--- src/tmra_pkg.sv ---
package tmra_pkg;
  // register addresses in the control register space
  localparam logic [7:0] ADDR_CONTROL = 8'hE2;
  localparam logic [7:0] ADDR_PRESCALER = 8'hE3;
  localparam logic [7:0] ADDR_REF_DATA = 8'hE4;
  localparam logic [7:0] ADDR_COUNT = 8'hE5;
  // reset values
  localparam logic [7:0] CONTROL_RST = 8'h00;
  localparam logic [7:0] PRESCALER_RST = 8'h00;
  localparam logic [7:0] REF_DATA_RST = 8'hFF;
  localparam logic [7:0] COUNT_RST = 8'h00;
  // control register field positions
  localparam int MODE_HI = 7;
  localparam int MODE_LO = 6;
  localparam int CLEAR_BIT = 5;
  localparam int EDGE_BIT = 4;
  localparam int MC_IE_BIT = 3;
  localparam int OVF_IE_BIT = 2;
  localparam int MC_PEND_BIT = 1;
  localparam int OVF_PEND_BIT = 0;
  // clock source selections, prescaler bits 2:0
  localparam logic [2:0] CSEL_DIV1 = 3'h0;
  localparam logic [2:0] CSEL_DIV8 = 3'h1;
  localparam logic [2:0] CSEL_DIV64 = 3'h2;
  localparam logic [2:0] CSEL_DIV256 = 3'h3;
  localparam logic [2:0] CSEL_DIV1024 = 3'h4;
  localparam logic [2:0] CSEL_EXT = 3'h5;
  // divider timer_prescaler
  localparam int DIV_WIDTH = 10;
  localparam int TAP8 = 2;
  localparam int TAP64 = 5;
  localparam int TAP256 = 7;
  localparam int TAP1024 = 9;
  // capture pin route code in the port control field
  localparam logic [1:0] PORT_ROUTE_CAPTURE = 2'b00;
  // interrupt vectors of level zero
  localparam logic [7:0] VECTOR_OVERFLOW = 8'hD0;
  localparam logic [7:0] VECTOR_MATCH = 8'hCE;
  // operating modes
  typedef enum logic [2:0] {
    MODE_INTERVAL = 3'b001,
    MODE_CAPTURE = 3'b010,
    MODE_PWM = 3'b100
  } mode_t;
endpackage : tmra_pkg

--- src/edge_sync.sv ---
// two-flop synchroniser with rising and falling edge pulses
module edge_sync (
  input wire logic clk_i,
  input wire logic rst_i,
  input wire logic ce_i,
  input wire logic d_i,
  output logic q_o,
  output logic rise_o,
  output logic fall_o
);
  logic meta_r; // first stage, read only by the second
  logic sync_r; // second stage
  logic last_r; // previous synced level for edges

  // synchroniser chain
  always_ff @(posedge clk_i or posedge rst_i) begin
    if (rst_i) begin
      meta_r <= 1'b0;
      sync_r <= 1'b0;
      last_r <= 1'b0;
    end else if (ce_i) begin
      meta_r <= d_i;
      sync_r <= meta_r;
      last_r <= sync_r;
    end
  end

  assign q_o = sync_r;
  assign rise_o = sync_r & ~last_r;
  assign fall_o = ~sync_r & last_r;
endmodule : edge_sync

--- src/tmra_timer.sv ---
module tmra_timer
  import tmra_pkg::*;
(
  // clock, reset, enable
  input wire logic CLK_I,
  input wire logic SYS_RST_I,
  input wire logic CE_I,
  // register port
  input wire logic [7:0] REG_ADDR_I,
  input wire logic REG_WR_I,
  input wire logic REG_RD_I,
  input wire logic [7:0] REG_WDATA_I,
  output logic [7:0] REG_RDATA_O,
  // port low-byte control bits 7:6 from port block
  input wire logic [1:0] PORT_ROUTE_I,
  // interrupt acknowledge of the overflow vector
  input wire logic OVF_ACK_I,
  // pins
  input wire logic EXT_CLK_PIN_I,
  input wire logic CAPTURE_PIN_I,
  output logic OUTPUT_PIN_O,
  // interrupt requests at level zero
  output logic OVF_IRQ_O,
  output logic MC_IRQ_O,
  output logic [7:0] IRQ_VECTOR_O
);
  logic [7:0] control_r; // control register
  logic [7:0] prescaler_r; // prescaler register
  logic [7:0] ref_data_r; // reference / capture data
  logic [7:0] count_r; // up-counter
  logic [DIV_WIDTH-1:0] div_r; // free system clock divider
  logic [DIV_WIDTH-1:0] div_nxt; // divider next value
  logic [DIV_WIDTH-1:0] div_last_r; // divider previous value
  logic out_r; // output pin level
  logic [7:0] rdata_r; // read data
  logic ovf_irq_r; // overflow request
  logic mc_irq_r; // match request
  logic [7:0] vec_r; // vector for the pending request
  logic ext_rise; // synced external clock edge
  logic cap_rise; // synced capture rising edge
  logic cap_fall; // synced capture falling edge
  logic tick; // counter clock enable
  logic match; // comparator result
  logic cap_evt; // capture trigger
  logic ovf_evt; // count wrap
  logic wr_ctl; // control write strobe
  logic wr_ps; // prescaler write strobe
  logic wr_data; // reference write strobe
  mode_t mode; // decoded mode

  // external clock pin synchroniser
  edge_sync u_ext_sync (
    .clk_i(CLK_I),
    .rst_i(SYS_RST_I),
    .ce_i(CE_I),
    .d_i(EXT_CLK_PIN_I),
    .q_o(),
    .rise_o(ext_rise),
    .fall_o()
  );

  // capture pin synchroniser
  edge_sync u_cap_sync (
    .clk_i(CLK_I),
    .rst_i(SYS_RST_I),
    .ce_i(CE_I),
    .d_i(CAPTURE_PIN_I),
    .q_o(),
    .rise_o(cap_rise),
    .fall_o(cap_fall)
  );

  // write strobes
  assign wr_ctl = REG_WR_I && (REG_ADDR_I == ADDR_CONTROL);
  assign wr_ps = REG_WR_I && (REG_ADDR_I == ADDR_PRESCALER);
  assign wr_data = REG_WR_I && (REG_ADDR_I == ADDR_REF_DATA);

  // mode decode; code 11 acts as interval
  always_comb begin
    unique case (control_r[MODE_HI:MODE_LO])
      2'b01: mode = MODE_CAPTURE;
      2'b10: mode = MODE_PWM;
      default: mode = MODE_INTERVAL;
    endcase
  end

  // divider runs freely on the system clock
  assign div_nxt = div_r + {{(DIV_WIDTH-1){1'b0}}, 1'b1};

  always_ff @(posedge CLK_I or posedge SYS_RST_I) begin
    if (SYS_RST_I) begin
      div_r <= '0;
      div_last_r <= '0;
    end else if (CE_I) begin
      div_r <= div_nxt;
      div_last_r <= div_r;
    end
  end

  // clock source mux: falling edge of a divider bit is one tick
  always_comb begin
    unique case (prescaler_r[2:0])
      CSEL_DIV1: tick = 1'b1;
      CSEL_DIV8: tick = div_last_r[TAP8] & ~div_r[TAP8];
      CSEL_DIV64: tick = div_last_r[TAP64] & ~div_r[TAP64];
      CSEL_DIV256: tick = div_last_r[TAP256] & ~div_r[TAP256];
      CSEL_DIV1024: tick = div_last_r[TAP1024] & ~div_r[TAP1024];
      CSEL_EXT: tick = ext_rise;
      default: tick = 1'b0;
    endcase
  end

  // comparator and events
  assign match = tick && (count_r == ref_data_r);
  assign ovf_evt = tick && (count_r == 8'hFF) &&
                   !(mode == MODE_INTERVAL && match);
  // capture pin only when routed by the port control
  assign cap_evt = (mode == MODE_CAPTURE) &&
                   (PORT_ROUTE_I == PORT_ROUTE_CAPTURE) &&
                   (control_r[EDGE_BIT] ? cap_rise : cap_fall);

  // counter
  always_ff @(posedge CLK_I or posedge SYS_RST_I) begin
    if (SYS_RST_I) begin
      count_r <= COUNT_RST;
    end else if (CE_I) begin
      if (wr_ctl && REG_WDATA_I[CLEAR_BIT]) begin
        count_r <= COUNT_RST;
      end else if (mode == MODE_INTERVAL && match) begin
        count_r <= COUNT_RST;
      end else if (tick) begin
        count_r <= count_r + 8'h01; // wraps FF to 00
      end
    end
  end

  // reference data: software write or capture load
  always_ff @(posedge CLK_I or posedge SYS_RST_I) begin
    if (SYS_RST_I) begin
      ref_data_r <= REF_DATA_RST;
    end else if (CE_I) begin
      if (cap_evt) begin
        ref_data_r <= count_r;
      end else if (wr_data) begin
        ref_data_r <= REG_WDATA_I;
      end
    end
  end

  // control register with sticky pending bits; set beats clear
  always_ff @(posedge CLK_I or posedge SYS_RST_I) begin
    if (SYS_RST_I) begin
      control_r <= CONTROL_RST;
    end else if (CE_I) begin
      if (wr_ctl) begin
        control_r[7:2] <= {REG_WDATA_I[7:6], 1'b0, REG_WDATA_I[4:2]};
        // a write clears a pending bit only where its data bit is zero
        control_r[MC_PEND_BIT] <= control_r[MC_PEND_BIT] &
                                  REG_WDATA_I[MC_PEND_BIT];
        control_r[OVF_PEND_BIT] <= control_r[OVF_PEND_BIT] &
                                   REG_WDATA_I[OVF_PEND_BIT];
      end else if (OVF_ACK_I) begin
        control_r[OVF_PEND_BIT] <= 1'b0;
      end
      // interval match, pwm match, or capture load
      if ((match && mode != MODE_CAPTURE) || cap_evt) begin
        control_r[MC_PEND_BIT] <= 1'b1;
      end
      if (ovf_evt) begin
        control_r[OVF_PEND_BIT] <= 1'b1;
      end
    end
  end

  // prescaler register
  always_ff @(posedge CLK_I or posedge SYS_RST_I) begin
    if (SYS_RST_I) begin
      prescaler_r <= PRESCALER_RST;
    end else if (CE_I && wr_ps) begin
      prescaler_r <= REG_WDATA_I;
    end
  end

  // output pin: toggle in interval, compare in pwm
  always_ff @(posedge CLK_I or posedge SYS_RST_I) begin
    if (SYS_RST_I) begin
      out_r <= 1'b0;
    end else if (CE_I) begin
      unique case (mode)
        MODE_INTERVAL: begin
          if (match) begin
            out_r <= ~out_r;
          end
        end
        MODE_PWM: begin
          // period of 256 ticks since counter wraps
          out_r <= (ref_data_r > count_r);
        end
        MODE_CAPTURE: begin
          out_r <= out_r; // pin idle
        end
      endcase
    end
  end

  // interrupt requests, gated by enables; match has priority vector
  always_ff @(posedge CLK_I or posedge SYS_RST_I) begin
    if (SYS_RST_I) begin
      ovf_irq_r <= 1'b0;
      mc_irq_r <= 1'b0;
      vec_r <= 8'h00;
    end else if (CE_I) begin
      ovf_irq_r <= control_r[OVF_PEND_BIT] & control_r[OVF_IE_BIT];
      mc_irq_r <= control_r[MC_PEND_BIT] & control_r[MC_IE_BIT];
      if (control_r[MC_PEND_BIT] & control_r[MC_IE_BIT]) begin
        vec_r <= VECTOR_MATCH;
      end else if (control_r[OVF_PEND_BIT] & control_r[OVF_IE_BIT]) begin
        vec_r <= VECTOR_OVERFLOW;
      end else begin
        vec_r <= 8'h00;
      end
    end
  end

  // registered read data; unmapped reads return zero
  always_ff @(posedge CLK_I or posedge SYS_RST_I) begin
    if (SYS_RST_I) begin
      rdata_r <= 8'h00;
    end else if (CE_I) begin
      if (REG_RD_I) begin
        unique case (REG_ADDR_I)
          ADDR_CONTROL: rdata_r <= control_r;
          ADDR_PRESCALER: rdata_r <= prescaler_r;
          ADDR_REF_DATA: rdata_r <= ref_data_r;
          ADDR_COUNT: rdata_r <= count_r;
          default: rdata_r <= 8'h00;
        endcase
      end
    end
  end

  // outputs straight from flip-flops
  assign REG_RDATA_O = rdata_r;
  assign OUTPUT_PIN_O = out_r;
  assign OVF_IRQ_O = ovf_irq_r;
  assign MC_IRQ_O = mc_irq_r;
  assign IRQ_VECTOR_O = vec_r;
endmodule : tmra_timer

--- config.mk ---
export PLATFORM = sky130hd
export DESIGN_NAME = tmra_timer
export DESIGN_NICKNAME = d
export VERILOG_FILES = /design/src/tmra_pkg.sv /design/src/edge_sync.sv /design/src/tmra_timer.sv
export SDC_FILE = /design/constraint.sdc
export NUM_CORES = 1
export LEC_CHECK = 0
export ABC_AREA = 1
export BUFFER_PORTS_ARGS = -buffer_cell sky130_fd_sc_hd__buf_2
export CAP_MARGIN = 20
export CORE_UTILIZATION = 60
export DETAILED_ROUTE_END_ITERATION = 6
export PLACE_DENSITY = 0.89
export SLEW_MARGIN = 10
export SYNTH_ARGS = -nofsm -noshare
export SYNTH_HDL_FRONTEND = slang
export SYNTH_SLANG_ARGS = --single-unit
export TNS_END_PERCENT = 1
--- constraint.sdc ---
create_clock -name CLK_I -period 2.71 [get_ports CLK_I]
set_input_delay 0.1355 -clock CLK_I [delete_from_list [all_inputs] [get_ports CLK_I]]
set_output_delay 0.1355 -clock CLK_I [all_outputs]
set_load 0.02 [all_outputs]
---- Yosys cells after proc, flatten, opt, wreduce, memory -nomap -nowiden ----
Index checks and enable logic that the tools add are counted.
word-level totals
  register bits after elaboration ......... 76
  output and inout port bits .............. 19
  word-level logic and storage cells ...... 105
cells by class
  $add $sub $neg .......................... 2
  $lt $le $gt $ge ......................... 1
  equality and inequality tests ........... 18
  mux-type cells .......................... 18
  bitwise operators ....................... 20
  reductions and logical operators ........ 27
operators by type and width
  cell                     number
  $mux W8                  7
  $eq A8 B8 Y1 const B     5
  $pmux W8 S4              1
  $logic_and A1 B1 Y1      12
  $reduce_and A2 Y1        6
  $and A1 B1 Y1            11
  $add A10 B1 Y10 const B  1
  $eq A3 B2 Y1 const B     3
  $eq A3 B3 Y1 const B     3
  $not A1 Y1               9
  $add A8 B1 Y8 const B    1
  $eq A8 B8 Y1             1
  $gt A8 B8 Y1             1
  $mux W1                  7
  $eq A3 B1 Y1 const B     2
  $pmux W1 S6              1
  $pmux W3 S2              1
  $reduce_bool A3 Y1       2
  $reduce_bool A2 Y1       2
  $logic_not A3 Y1         1
  $ne A3 B2 Y1 const B     1
  $reduce_and A3 Y1        1
  $eq A2 B1 Y1 const B     1
  $eq A2 B2 Y1 const B     1
  5 further kinds          5

---- Logic depth before layout (Yosys ltp) ----
Gate-level depths: netlist (run 1).
  word-level depth ........................ 9
  mapped depth ............................ 11
  mapped depth without buffers ............ 11

---- Cells and area by module ----
Synthesis (run 1) repeated with hierarchy kept, for this count alone.
unflattened totals
  cells, all modules ...................... 479
  area total of the unflattened synthesis .. 3614.7 sq um
modules (own cells, without submodules)
  module      instances  cells an instance  area each (sq um)  seq. area each (sq um)
  tmra_timer  1          443                3352.0             1461.4
  edge_sync   2          18                 131.4              75.1

---- Worst setup path before layout (run 1) ----
OpenSTA, ideal clock, no wires.
  path kind ............................... flip-flop to flip-flop
  start point ............................. register count_r[5]
  end point ............................... register control_r[0]
  data arrival time ....................... 1.631 ns
  data required time ...................... 2.593 ns
  setup slack ............................. 0.962 ns
  stages on the path, launching flop included .. 11
  period minus slack after synthesis ...... 1.748 ns
  cells stage by stage .................... dfrtp_1 clkbuf_1 inv_1 ha_1 nand4_1 nor2_1 nand4_2 nand2_1 nand2_1 nand2_1 nand2_1
on the way
  longest elaborated chain between the ends .. 7
ends and longest elaborated chain
  what                             RTL line           RTL
  from (decl)                      tmra_timer.sv:30   logic [7:0] count_r;
  from (signal assigned)           tmra_timer.sv:132  count_r <= count_r + 8'h01;
  $eq A8 B8 Y1                     tmra_timer.sv:114  assign match = tick && (count_r == ref_data_r);
  $logic_and A1 B1 Y1              tmra_timer.sv:114
  $logic_and A1 B1 Y1              tmra_timer.sv:116  !(mode == MODE_INTERVAL && match);
  $logic_not A1 Y1                 tmra_timer.sv:116
  $logic_and A1 B1 Y1 (*)          tmra_timer.sv:115  assign ovf_evt = tick && (count_r == 8'hFF) &&
  $reduce_bool A3 Y1 (no line)     --
  $reduce_and A2 Y1 (no line)      --
  to (signal, indexed assignment)  tmra_timer.sv:158  control_r[MC_PEND_BIT] <= control_r[MC_PEND_BIT] &
  to (signal, indexed assignment)  tmra_timer.sv:160  control_r[OVF_PEND_BIT] <= control_r[OVF_PEND_BIT] &
  to (decl)                        tmra_timer.sv:27   logic [7:0] control_r;
Every way passes the cells marked *; elsewhere a longest branch is shown, timed or not.
A chain may end at the register's enable or synchronous reset.

---- Worst setup path in the final report (run 1) ----
  start point ............................. register count_r[3]
  end point ............................... register control_r[0]
The elaborated chain is that of the path after synthesis.

==> results of run 1 <==
## cells in the final DEF (no fill, tap or decap), drive strengths merged, types with 2 or more instances in the layout
| cell | netlist | final |
|---|---|---|
| xor2 | 11 | 11 |
| nand2 | 131 | 131 |
| nand4 | 5 | 5 |
| buf | 13 | 45 |
| a21oi | 9 | 9 |
| a31oi | 7 | 7 |
| conb | 1 | 2 |
| o211ai | 2 | 2 |
| nor2 | 20 | 20 |
| dfstp | 8 | 8 |
| clkbuf | 3 | 13 |
| bufinv | 0 | 2 |
| inv | 48 | 48 |
| dfrtp | 56 | 56 |
| nand3b | 2 | 2 |
| o21ai | 51 | 51 |
| nor3 | 7 | 7 |
| ha | 12 | 12 |
| xnor2 | 2 | 2 |
| nand3 | 39 | 39 |
## where the power goes
group          switching (mW)  internal [mW]
logic                   0.350          0.208
registers               0.121           1.10
clock network           0.362          0.520
## through the flow
step	utilization [%]	power, mW	setup slack [ns]	hold WS (ns)	instances
CTS	70.6	2.66	0.769	0.000209	551
detailed placement	66.7	1.78	0.765	0.142	534
finish	70.6	2.66	0.745	0.000933	551
global placement	66.7	1.75	0.836	0.137	534
floorplan	-	1.63	0.962	0.252	433
global route	70.6	2.82	0.589	0.0146	551
## kinds of logic after synthesis
group | Yosys count | synth area share [%]
AOI/OAI and AO/OA | 71 | 11.2
xor gates and xnor gates | 13 | 3.24
adders and majority gates | 12 | 4.28
buffers and inverters | 65 | 8.62
DFF | 64 | 45.9
muxes | 1 | 0.321
other | 1 | 0.107
and+or+nand+nor | 205 | 26.3
## worst register-to-register path, cell delays in order (launching register included)
cell and delay (ns):
dfrtp_1 0.41, inv_1 0.09, ha_1 0.30, nand2_1 0.05, inv_1 0.08, nand3_1 0.07, nor2_1 0.25, nand4_2 0.32
nand2_1 0.15, nand2_1 0.06, nand2_1 0.05, nand2_1 0.05
## state kept, by name, indices dropped and copies added (netlist names), 3 cells and up
signal        count
count_r           8
div_last_r        4
control_r         7
prescaler_r       8
IRQ_VECTOR_O      3
REG_RDATA_O       8
div_r            10
ref_data_r        8
## worst max-delay path by stage
| stage | start | cells past startpoint | endpoint | slack, ns |
|---|---|---|---|---|
| after floorplan | count_r[5] | 10 | control_r[0] | 0.96 |
| after global placement | count_r[3] | 11 | control_r[0] | 0.84 |
| after detailed placement | count_r[5] | 9 | control_r[0] | 0.77 |
| after CTS | count_r[5] | 9 | control_r[0] | 0.77 |
| after global routing | count_r[2] | 11 | control_r[0] | 0.59 |
| final | count_r[3] | 11 | control_r[0] | 0.74 |
## cell type report
cell class	count	area share (%)
multi-input cells	304	40.7
flip-flops and latches	64	41.0
clock buffers	13	3.53
inverters	49	4.67
repair buffers	46	6.17
well taps	72	2.29
clock inverters	3	1.72
## per-layer routing
layer | part of all wire [%] | global-route usage (%) | wire [µm]
met5 | 0 | 0 | 0
met4 | 3.0 | 13.7 | 242
met3 | 6.4 | 7.67 | 518
met2 | 48 | 45.3 | 3840
met1 | 43 | 37.7 | 3440
==> run metrics, run 1 <==
Register-to-Register Path Depth 11; CTS Buffer Depth 2; Post-Synthesis Cells 432; Seq/Total Area, Yosys 45.9%; Fill cells 427; GRT overflow 0; TritonCTS clock tree yes; synth top area cells dfrtp_1 (40%), nand2_1 (14%), dfstp_2 (6.0%); skew final 0.0135 ns; number of buffers created by CTS 9; Power Density 675 nW/µm²; crit path max fanout 9; register area 1610 µm²; Critical R2R Launch count_r[3]; Port Buffers 42; initial antenna violation count 0; first-pass GRT wire length 13.6 mm; # setup viols final 0; largest net degree at the start of global routing 30; period utilization 72.5%; Initial Util 63.0%; RSZ-0062 raised after global routing false; list of most frequent post-synthesis cells nand2_1 (128), dfrtp_1 (56), inv_1 (43); max incr delay on CP 0.41 ns; post-synth top area cell dfrtp_1; FFs w/ async S/R, synth 100%; fin crit period 1.97 ns; Layout Area Growth over Synthesis 12.1%; clk slew on worst S/H paths 0.07 ns; Post-CTS Resized 0; Die Ht 78.5 µm; # Max-Cap Violations 0; H-tree depth 3; Startpoint Class register; CP arrival 2.21 ns; Worst path most repeated cell nand2_1; Fin Setup TNS 0 ns; FP Rows 27; GPL Wtd Cong 0.914; routed vias/inst 5.60; Final nets 512; worst-path cell chain inv_1 > ha_1 > nand2_1 > inv_1 > nand3_1 > nor2_1 > nand4_2 > nand2_1 > nand2_1 > nand2_1 > nand2_1; max-slew violations 0; final hold violation count 0; crit end category register; design area 3940 µm²; drt drc 0; critical path type register to register; vias after detailed routing 3087; Post CTS Setup Buffer Count 0; Hold Path Sink u_cap_sync.meta_r; Sink Count 64; clock latency at the later pin of the worst-skew pair 0.35 ns; vias in the first global route 2961; Post-Syn Area 3510 µm²; Worst R2R Setup Slack 0.74 ns; Required @ worst endpoint 2.95 ns; Post-synth EDFFs 0; Hold Path Cell Cnt 3; Yosys cell types 36; most frequent cell after synthesis nand2_1; initial drt markers 324; clock root buffer clkbuf_8; Syn Area/Cell 8.13 µm²; Lkg Pwr 2.02 nW; diode count 0; CTS hold repair buffers 1; CP top delay family simple AND/OR/NAND/NOR gates; total length of routed wires 8.04 mm; Die ar. 6160 µm²; synthesized flop and latch total 64; run status finished, final reports clean; layout cells sized above 1 18.0%; drt wl/cell 14.6 µm; Main synth FF type dfrtp_1; worst hold start CAPTURE_PIN_I; core area 5570 µm²; RR Endpoint control_r[0]; Synth Warn # 0; Final HPWL DP 5.88 mm; Post-DRT Antenna Nets 0; All-Layer GR Usage 29.0%; Worst VDD drop 0.483 mV; top cell type's share of synthesized area 39.9%; Top-Level Pins 45; Die W 78.5 µm; Crit-path slowest cell dfrtp_1; class of the worst hold path primary input to register; Fmax achieved 0.509 GHz; Critical path buffers and inverters 2; drt pass-1 iters 5; Post-Place Cell Area 3720 µm²; Multi-input gate area 1600 µm²
(Power assumes the default switching activity.)
==> run 2, diff against run 1 <==
--- a/config.mk
+++ b/config.mk
@@ -5,12 +5,12 @@
 export SDC_FILE = /design/constraint.sdc
 export NUM_CORES = 1
 export LEC_CHECK = 0
-export ABC_AREA = 1
+export ABC_AREA = 0
 export BUFFER_PORTS_ARGS = -buffer_cell sky130_fd_sc_hd__buf_2
 export CAP_MARGIN = 20
-export CORE_UTILIZATION = 60
+export CORE_UTILIZATION = 58
 export DETAILED_ROUTE_END_ITERATION = 6
-export PLACE_DENSITY = 0.89
+export PLACE_DENSITY = 0.87
 export SLEW_MARGIN = 10
 export SYNTH_ARGS = -nofsm -noshare
 export SYNTH_HDL_FRONTEND = slang
==> constraint.sdc (replaced) <==
create_clock -name CLK_I -period 1.9 [get_ports CLK_I]
set_input_delay 0.095 -clock CLK_I [delete_from_list [all_inputs] [get_ports CLK_I]]
set_output_delay 0.095 -clock CLK_I [all_outputs]
set_load 0.02 [all_outputs]
==> run 2 against run 1 <==
  * The run now ends with setup timing left
  * Die area increased by 2.1%
  * Via count decreased by 0.55%
  * Clock-buffer cell count decreased by 3
  * Largest cell class is now multi-input gates
  * First-iteration DRC count increased by 13%
==> run metrics, run 2 <==
run status complete, but fails checks; violated checks setup timing; design area 4350 µm²; Final nets 449; drt pass-1 iters 6; Die ar. 6290 µm²; Layout Area Growth over Synthesis 25.5%; clk slew on worst S/H paths 0.08 ns; TritonCTS clock tree yes; Syn Area/Cell 10.3 µm²; clock root buffer clkbuf_8; Startpoint Class register; Post-Place Cell Area 3890 µm²; Main synth FF type dfrtp_1; worst hold slack 0.0140 ns; routed vias/inst 6.29; Worst VDD drop 0.700 mV; number of buffers created by CTS 9; CP top delay family flip-flops; Largest register FFs 10; initial antenna violation count 0; total length of routed wires 9.37 mm; Worst R2R Setup Slack -0.004 ns; clock latency at the later pin of the worst-skew pair 0.36 ns; skew final 0.0127 ns; overall power 4.69 mW; initial drt markers 367; Die Ht 79.3 µm; FFs w/ async S/R, synth 100%; Yosys cell types 61; Fin Setup TNS -0.00449 ns; drt drc 0; worst slack at placement -0.0216 ns; RSZ-0062 raised after global routing true; synth top area cells dfrtp_1 (40%), mux2_2 (8.4%), dfstp_2 (6.1%); Post-DRT Antenna Nets 0; Fmax achieved 0.525 GHz; Top-Level Pins 45; Largest Register div_r; Die W 79.3 µm; Initial Util 61.4%; max incr delay on CP 0.57 ns; drt wl/cell 19.2 µm; worst-path cell chain inv_2 > ha_4 > and4_4 > nand3_4 > and2b_1 > o211ai_1 > o311ai_2; crit path max fanout 5; vias after detailed routing 3070; FP Rows 27; GPL Wtd Cong 0.991; # setup viols final 1; synthesized flop and latch total 64; Critical path buffers and inverters 1; Post-Synthesis Cells 335; most frequent cell after synthesis dfrtp_1; Post-Syn Area 3470 µm²; # Max-Cap Violations 0; list of most frequent post-synthesis cells dfrtp_1 (56), nand2_1 (27), mux2_2 (26); fin cells 488; Required @ worst endpoint 2.12 ns; Post-synth EDFFs 0; period utilization 100%; GRT overflow 0; class of the worst hold path primary input to register; post-synth top area cell dfrtp_1; vias in the first global route 3043; largest net degree at the start of global routing 43; Crit-path slowest cell dfstp_2; Final HPWL DP 6.48 mm; fin worst setup slack -0.00449 ns; Lkg Pwr 2.08 nW; diode count 0; Worst Tran Pin Value 0.533 ns; Util after Layout 77.1%; Sink Count 64; CP arrival 2.13 ns; critical path type register to register; max-slew violations 0; layout cells sized above 1 37.7%; commonest non-fill, non-tap cell in the layout dfrtp_1; core area 5640 µm²; most frequent cells in the layout dfrtp_1 (55), buf_2 (42), buf_4 (32); crit end category register; Power Density 1080 nW/µm²; Seq/Total Area, Yosys 46.5%; slew margin rel. 64.4%; fin crit period 1.90 ns; Synth Warn # 0; Placed Cells 463; All-Layer GR Usage 31.9%; CTS Buffer Depth 2; H-tree depth 3; Port Buffers 42; final hold violation count 0; top cell type's share of synthesized area 40.4%; first-pass GRT wire length 14.7 mm
[run 2: cell count changes after synthesis, sizes merged, moves of 25 or more]
cell   previous run  this run
inv              48        15
mux2              1        26
nand2           131        28
nand3            39        10
o21ai            51        24
[run 2: cells by family after synthesis]
| family | Yosys count | synth area share [%] |
|---|---|---|
| xor gates and xnor gates | 9 | 2.27 |
| and+or+nand+nor | 105 | 16.4 |
| AOI/OAI and AO/OA | 81 | 15.6 |
| other | 1 | 0.108 |
| buffers and inverters | 32 | 4.91 |
| adders and majority gates | 12 | 4.33 |
| DFF | 64 | 46.5 |
| muxes | 31 | 9.89 |
[run 2: metal layers]
| layer | share of wire (%) | track usage, % | vias up |
|---|---|---|---|
| met4 | 4.1 | 20.7 | 0 |
| met2 | 50 | 52.2 | 174 |
| met1 | 40 | 38.1 | 1499 |
| met3 | 6.7 | 6.32 | 39 |
| li1 | - | - | 1358 |
| met5 | 0 | 0 | - |
[run 2: what timing repair did]
| item | CTS | global route |
|---|---|---|
| setup endpoints to repair | 7 | 11 |
| resized for setup | 2 | 23 |
| hold endpoints to repair | 22 | 0 |
| buffers inserted | 0 | 4 |
| hold buffers | 5 | 0 |
| pin swaps | 1 | 6 |
[run 2: final cells by class]
cell class              instances  area (µm²)
well taps                      72        90.1
multi-input cells             240        1800
clock buffers                  10         138
repair buffers                 81         532
inverters                      15        56.3
flip-flops and latches         64        1610
fillers                       329        1290
clock inverters                 6         115
[run 2: path summary, 6_finish.rpt]
check                          startpoint           endpoint  cells past startpoint
max                         ref_data_r[0]         count_r[6]                      7
min                        REG_WDATA_I[3]       control_r[3]                      2
max reg2reg                 ref_data_r[0]         count_r[6]                      7
min reg2reg                REG_RDATA_O[5]     REG_RDATA_O[5]                      2
max in group asynchronous       SYS_RST_I      ref_data_r[3]                      4
min in group asynchronous       SYS_RST_I  u_ext_sync.meta_r                      3
[run 2: where the power goes]
part	switching, mW	total [mW]	internal (mW)	leakage, nW
clock network	0.579	1.49	0.914	0.123
logic	0.728	1.40	0.675	1.16
registers	0.193	1.79	1.60	0.788
==> run 3, diff against run 2 <==
--- a/config.mk
+++ b/config.mk
@@ -10,6 +10,7 @@
 export CAP_MARGIN = 20
 export CORE_UTILIZATION = 58
 export DETAILED_ROUTE_END_ITERATION = 6
+export MAX_ROUTING_LAYER = met4
 export PLACE_DENSITY = 0.87
 export SLEW_MARGIN = 10
 export SYNTH_ARGS = -nofsm -noshare
==> run 3 against run 2 <==
  * Worst hold slack got worse by 0.0063 ns
  * Sequential cell count unchanged
  * Cell count decreased by 1.2%
  * The flow now finishes without violations
  * First-iteration DRC count decreased by 29%
  * Highest routed layer unchanged
==> run metrics, run 3 (synthesized netlist as in run 2, its figures left out) <==
run status finished, final reports clean; Lkg Pwr 2.03 nW; number of buffers created by CTS 9; Worst R2R Setup Slack 0.01 ns; vias after detailed routing 2955; Sink Count 64; Final HPWL DP 6.41 mm; Worst VDD drop 0.887 mV; Crit-path slowest cell dfrtp_1; drt drc 0; total length of routed wires 8.79 mm; Power Density 1080 nW/µm²; Final nets 443; CTS Buffer Depth 2; Fill cells 368; Post-DRT Antenna Nets 0; fin cells 482; max incr delay on CP 0.41 ns; crit path max fanout 7; most frequent cells in the layout dfrtp_1 (56), buf_2 (42), buf_4 (28); # setup viols final 0; diode count 0; initial drt markers 261; vias in the first global route 2928; Required @ worst endpoint 2.12 ns; overall power 4.56 mW; worst hold slack 0.00767 ns; FP Rows 27; Port Buffers 42; Die Ht 79.3 µm; layout cells sized above 1 35.4%; commonest non-fill, non-tap cell in the layout dfrtp_1; class of the worst hold path primary input to register; core area 5640 µm²; max-slew violations 0; Fmax achieved 0.529 GHz; Post-Place Cell Area 3890 µm²; CP arrival 2.11 ns; Top-Level Pins 45; Layout Area Growth over Synthesis 21.6%; GRT overflow 0; Util after Layout 74.7%; skew final 0.00860 ns; drt wl/cell 18.2 µm; drt pass-1 iters 6; design area 4210 µm²; Post CTS Setup Buffer Count 0; clock latency at the later pin of the worst-skew pair 0.35 ns; Placed Cells 462; # Max-Cap Violations 0; worst-path cell chain or3b_1 > a221oi_2 > a31oi_1 > o211ai_1 > o311ai_2; GPL Wtd Cong 0.997; Largest Register div_r; period utilization 99.5%; final hold violation count 0; RSZ-0062 raised after global routing true; Die W 79.3 µm; fin crit period 1.89 ns; slew margin rel. 52.5%; Startpoint Class register; clk slew on worst S/H paths 0.08 ns; Worst Tran Pin Value 0.709 ns; largest net degree at the start of global routing 42; Critical path buffers and inverters 0; Largest register FFs 10; TritonCTS clock tree yes; routed vias/inst 6.13; crit end category register; first-pass GRT wire length 14.3 mm; Die ar. 6290 µm²; initial antenna violation count 0; CP top delay family compound AO/OA/AOI/OAI gates; All-Layer GR Usage 31.5%; Initial Util 61.4%; critical path type register to register; H-tree depth 3; clock root buffer clkbuf_8
[run 3: worst paths after layout]
kind	cells past startpoint	endpoint	from
max in group asynchronous	4	ref_data_r[2]	SYS_RST_I
hold / removal	2	prescaler_r[5]	REG_WDATA_I[5]
min in group asynchronous	3	u_cap_sync.last_r	SYS_RST_I
hold reg to reg	2	ref_data_r[5]	ref_data_r[5]
setup / recovery	5	count_r[6]	prescaler_r[2]
setup reg to reg	5	count_r[6]	prescaler_r[2]
[run 3: area by class of cell]
cell class	instances	area (µm²)	area share (%)
Multi-Input combinational cell	240	1720	40.9
Clock buffer	10	138	3.27
Sequential cell	64	1610	38.2
Clock inverter	6	115	2.73
Inverter	15	56.3	1.34
Timing Repair Buffer	75	480	11.4
Tap cell	72	90.1	2.14
[run 3: worst register-to-register path, stage by stage, from the launching register on]
cell and delay (ns):
dfrtp_1 0.41, or3b_1 0.40, a221oi_2 0.29, a31oi_1 0.20, o211ai_1 0.32, o311ai_2 0.14
[run 3: per-stage QoR]
step                worst slack, ns  setup TNS [ns]
detailed placement          -0.0250         -0.0258
CTS                         0.00286               0
global placement             0.0496               0
global route                -0.0759          -0.210
floorplan                     0.107               0
finish                      0.00989               0
[run 3: where the power goes]
| group | switching, mW | internal [mW] | leakage (nW) |
|---|---|---|---|
| Sequential | 0.196 | 1.60 | 0.789 |
| Clock | 0.569 | 0.914 | 0.123 |
| Combinational | 0.670 | 0.615 | 1.12 |
[run 3: layer usage]
layer	GRT usage (%)	vias up	part of all wire (%)
li1	-	1349	-
met1	38.5	1411	42
met2	50.3	163	48
met3	5.98	32	5.7
met4	15.3	0	3.5
met5	-	-	0
[run 3: repair_timing]
item	in CTS	in global routing
endpoints found under the setup margin	6	11
hold buffers	4	0
gates resized for setup	3	8
pin swaps	0	0
endpoints found under the hold margin	22	0
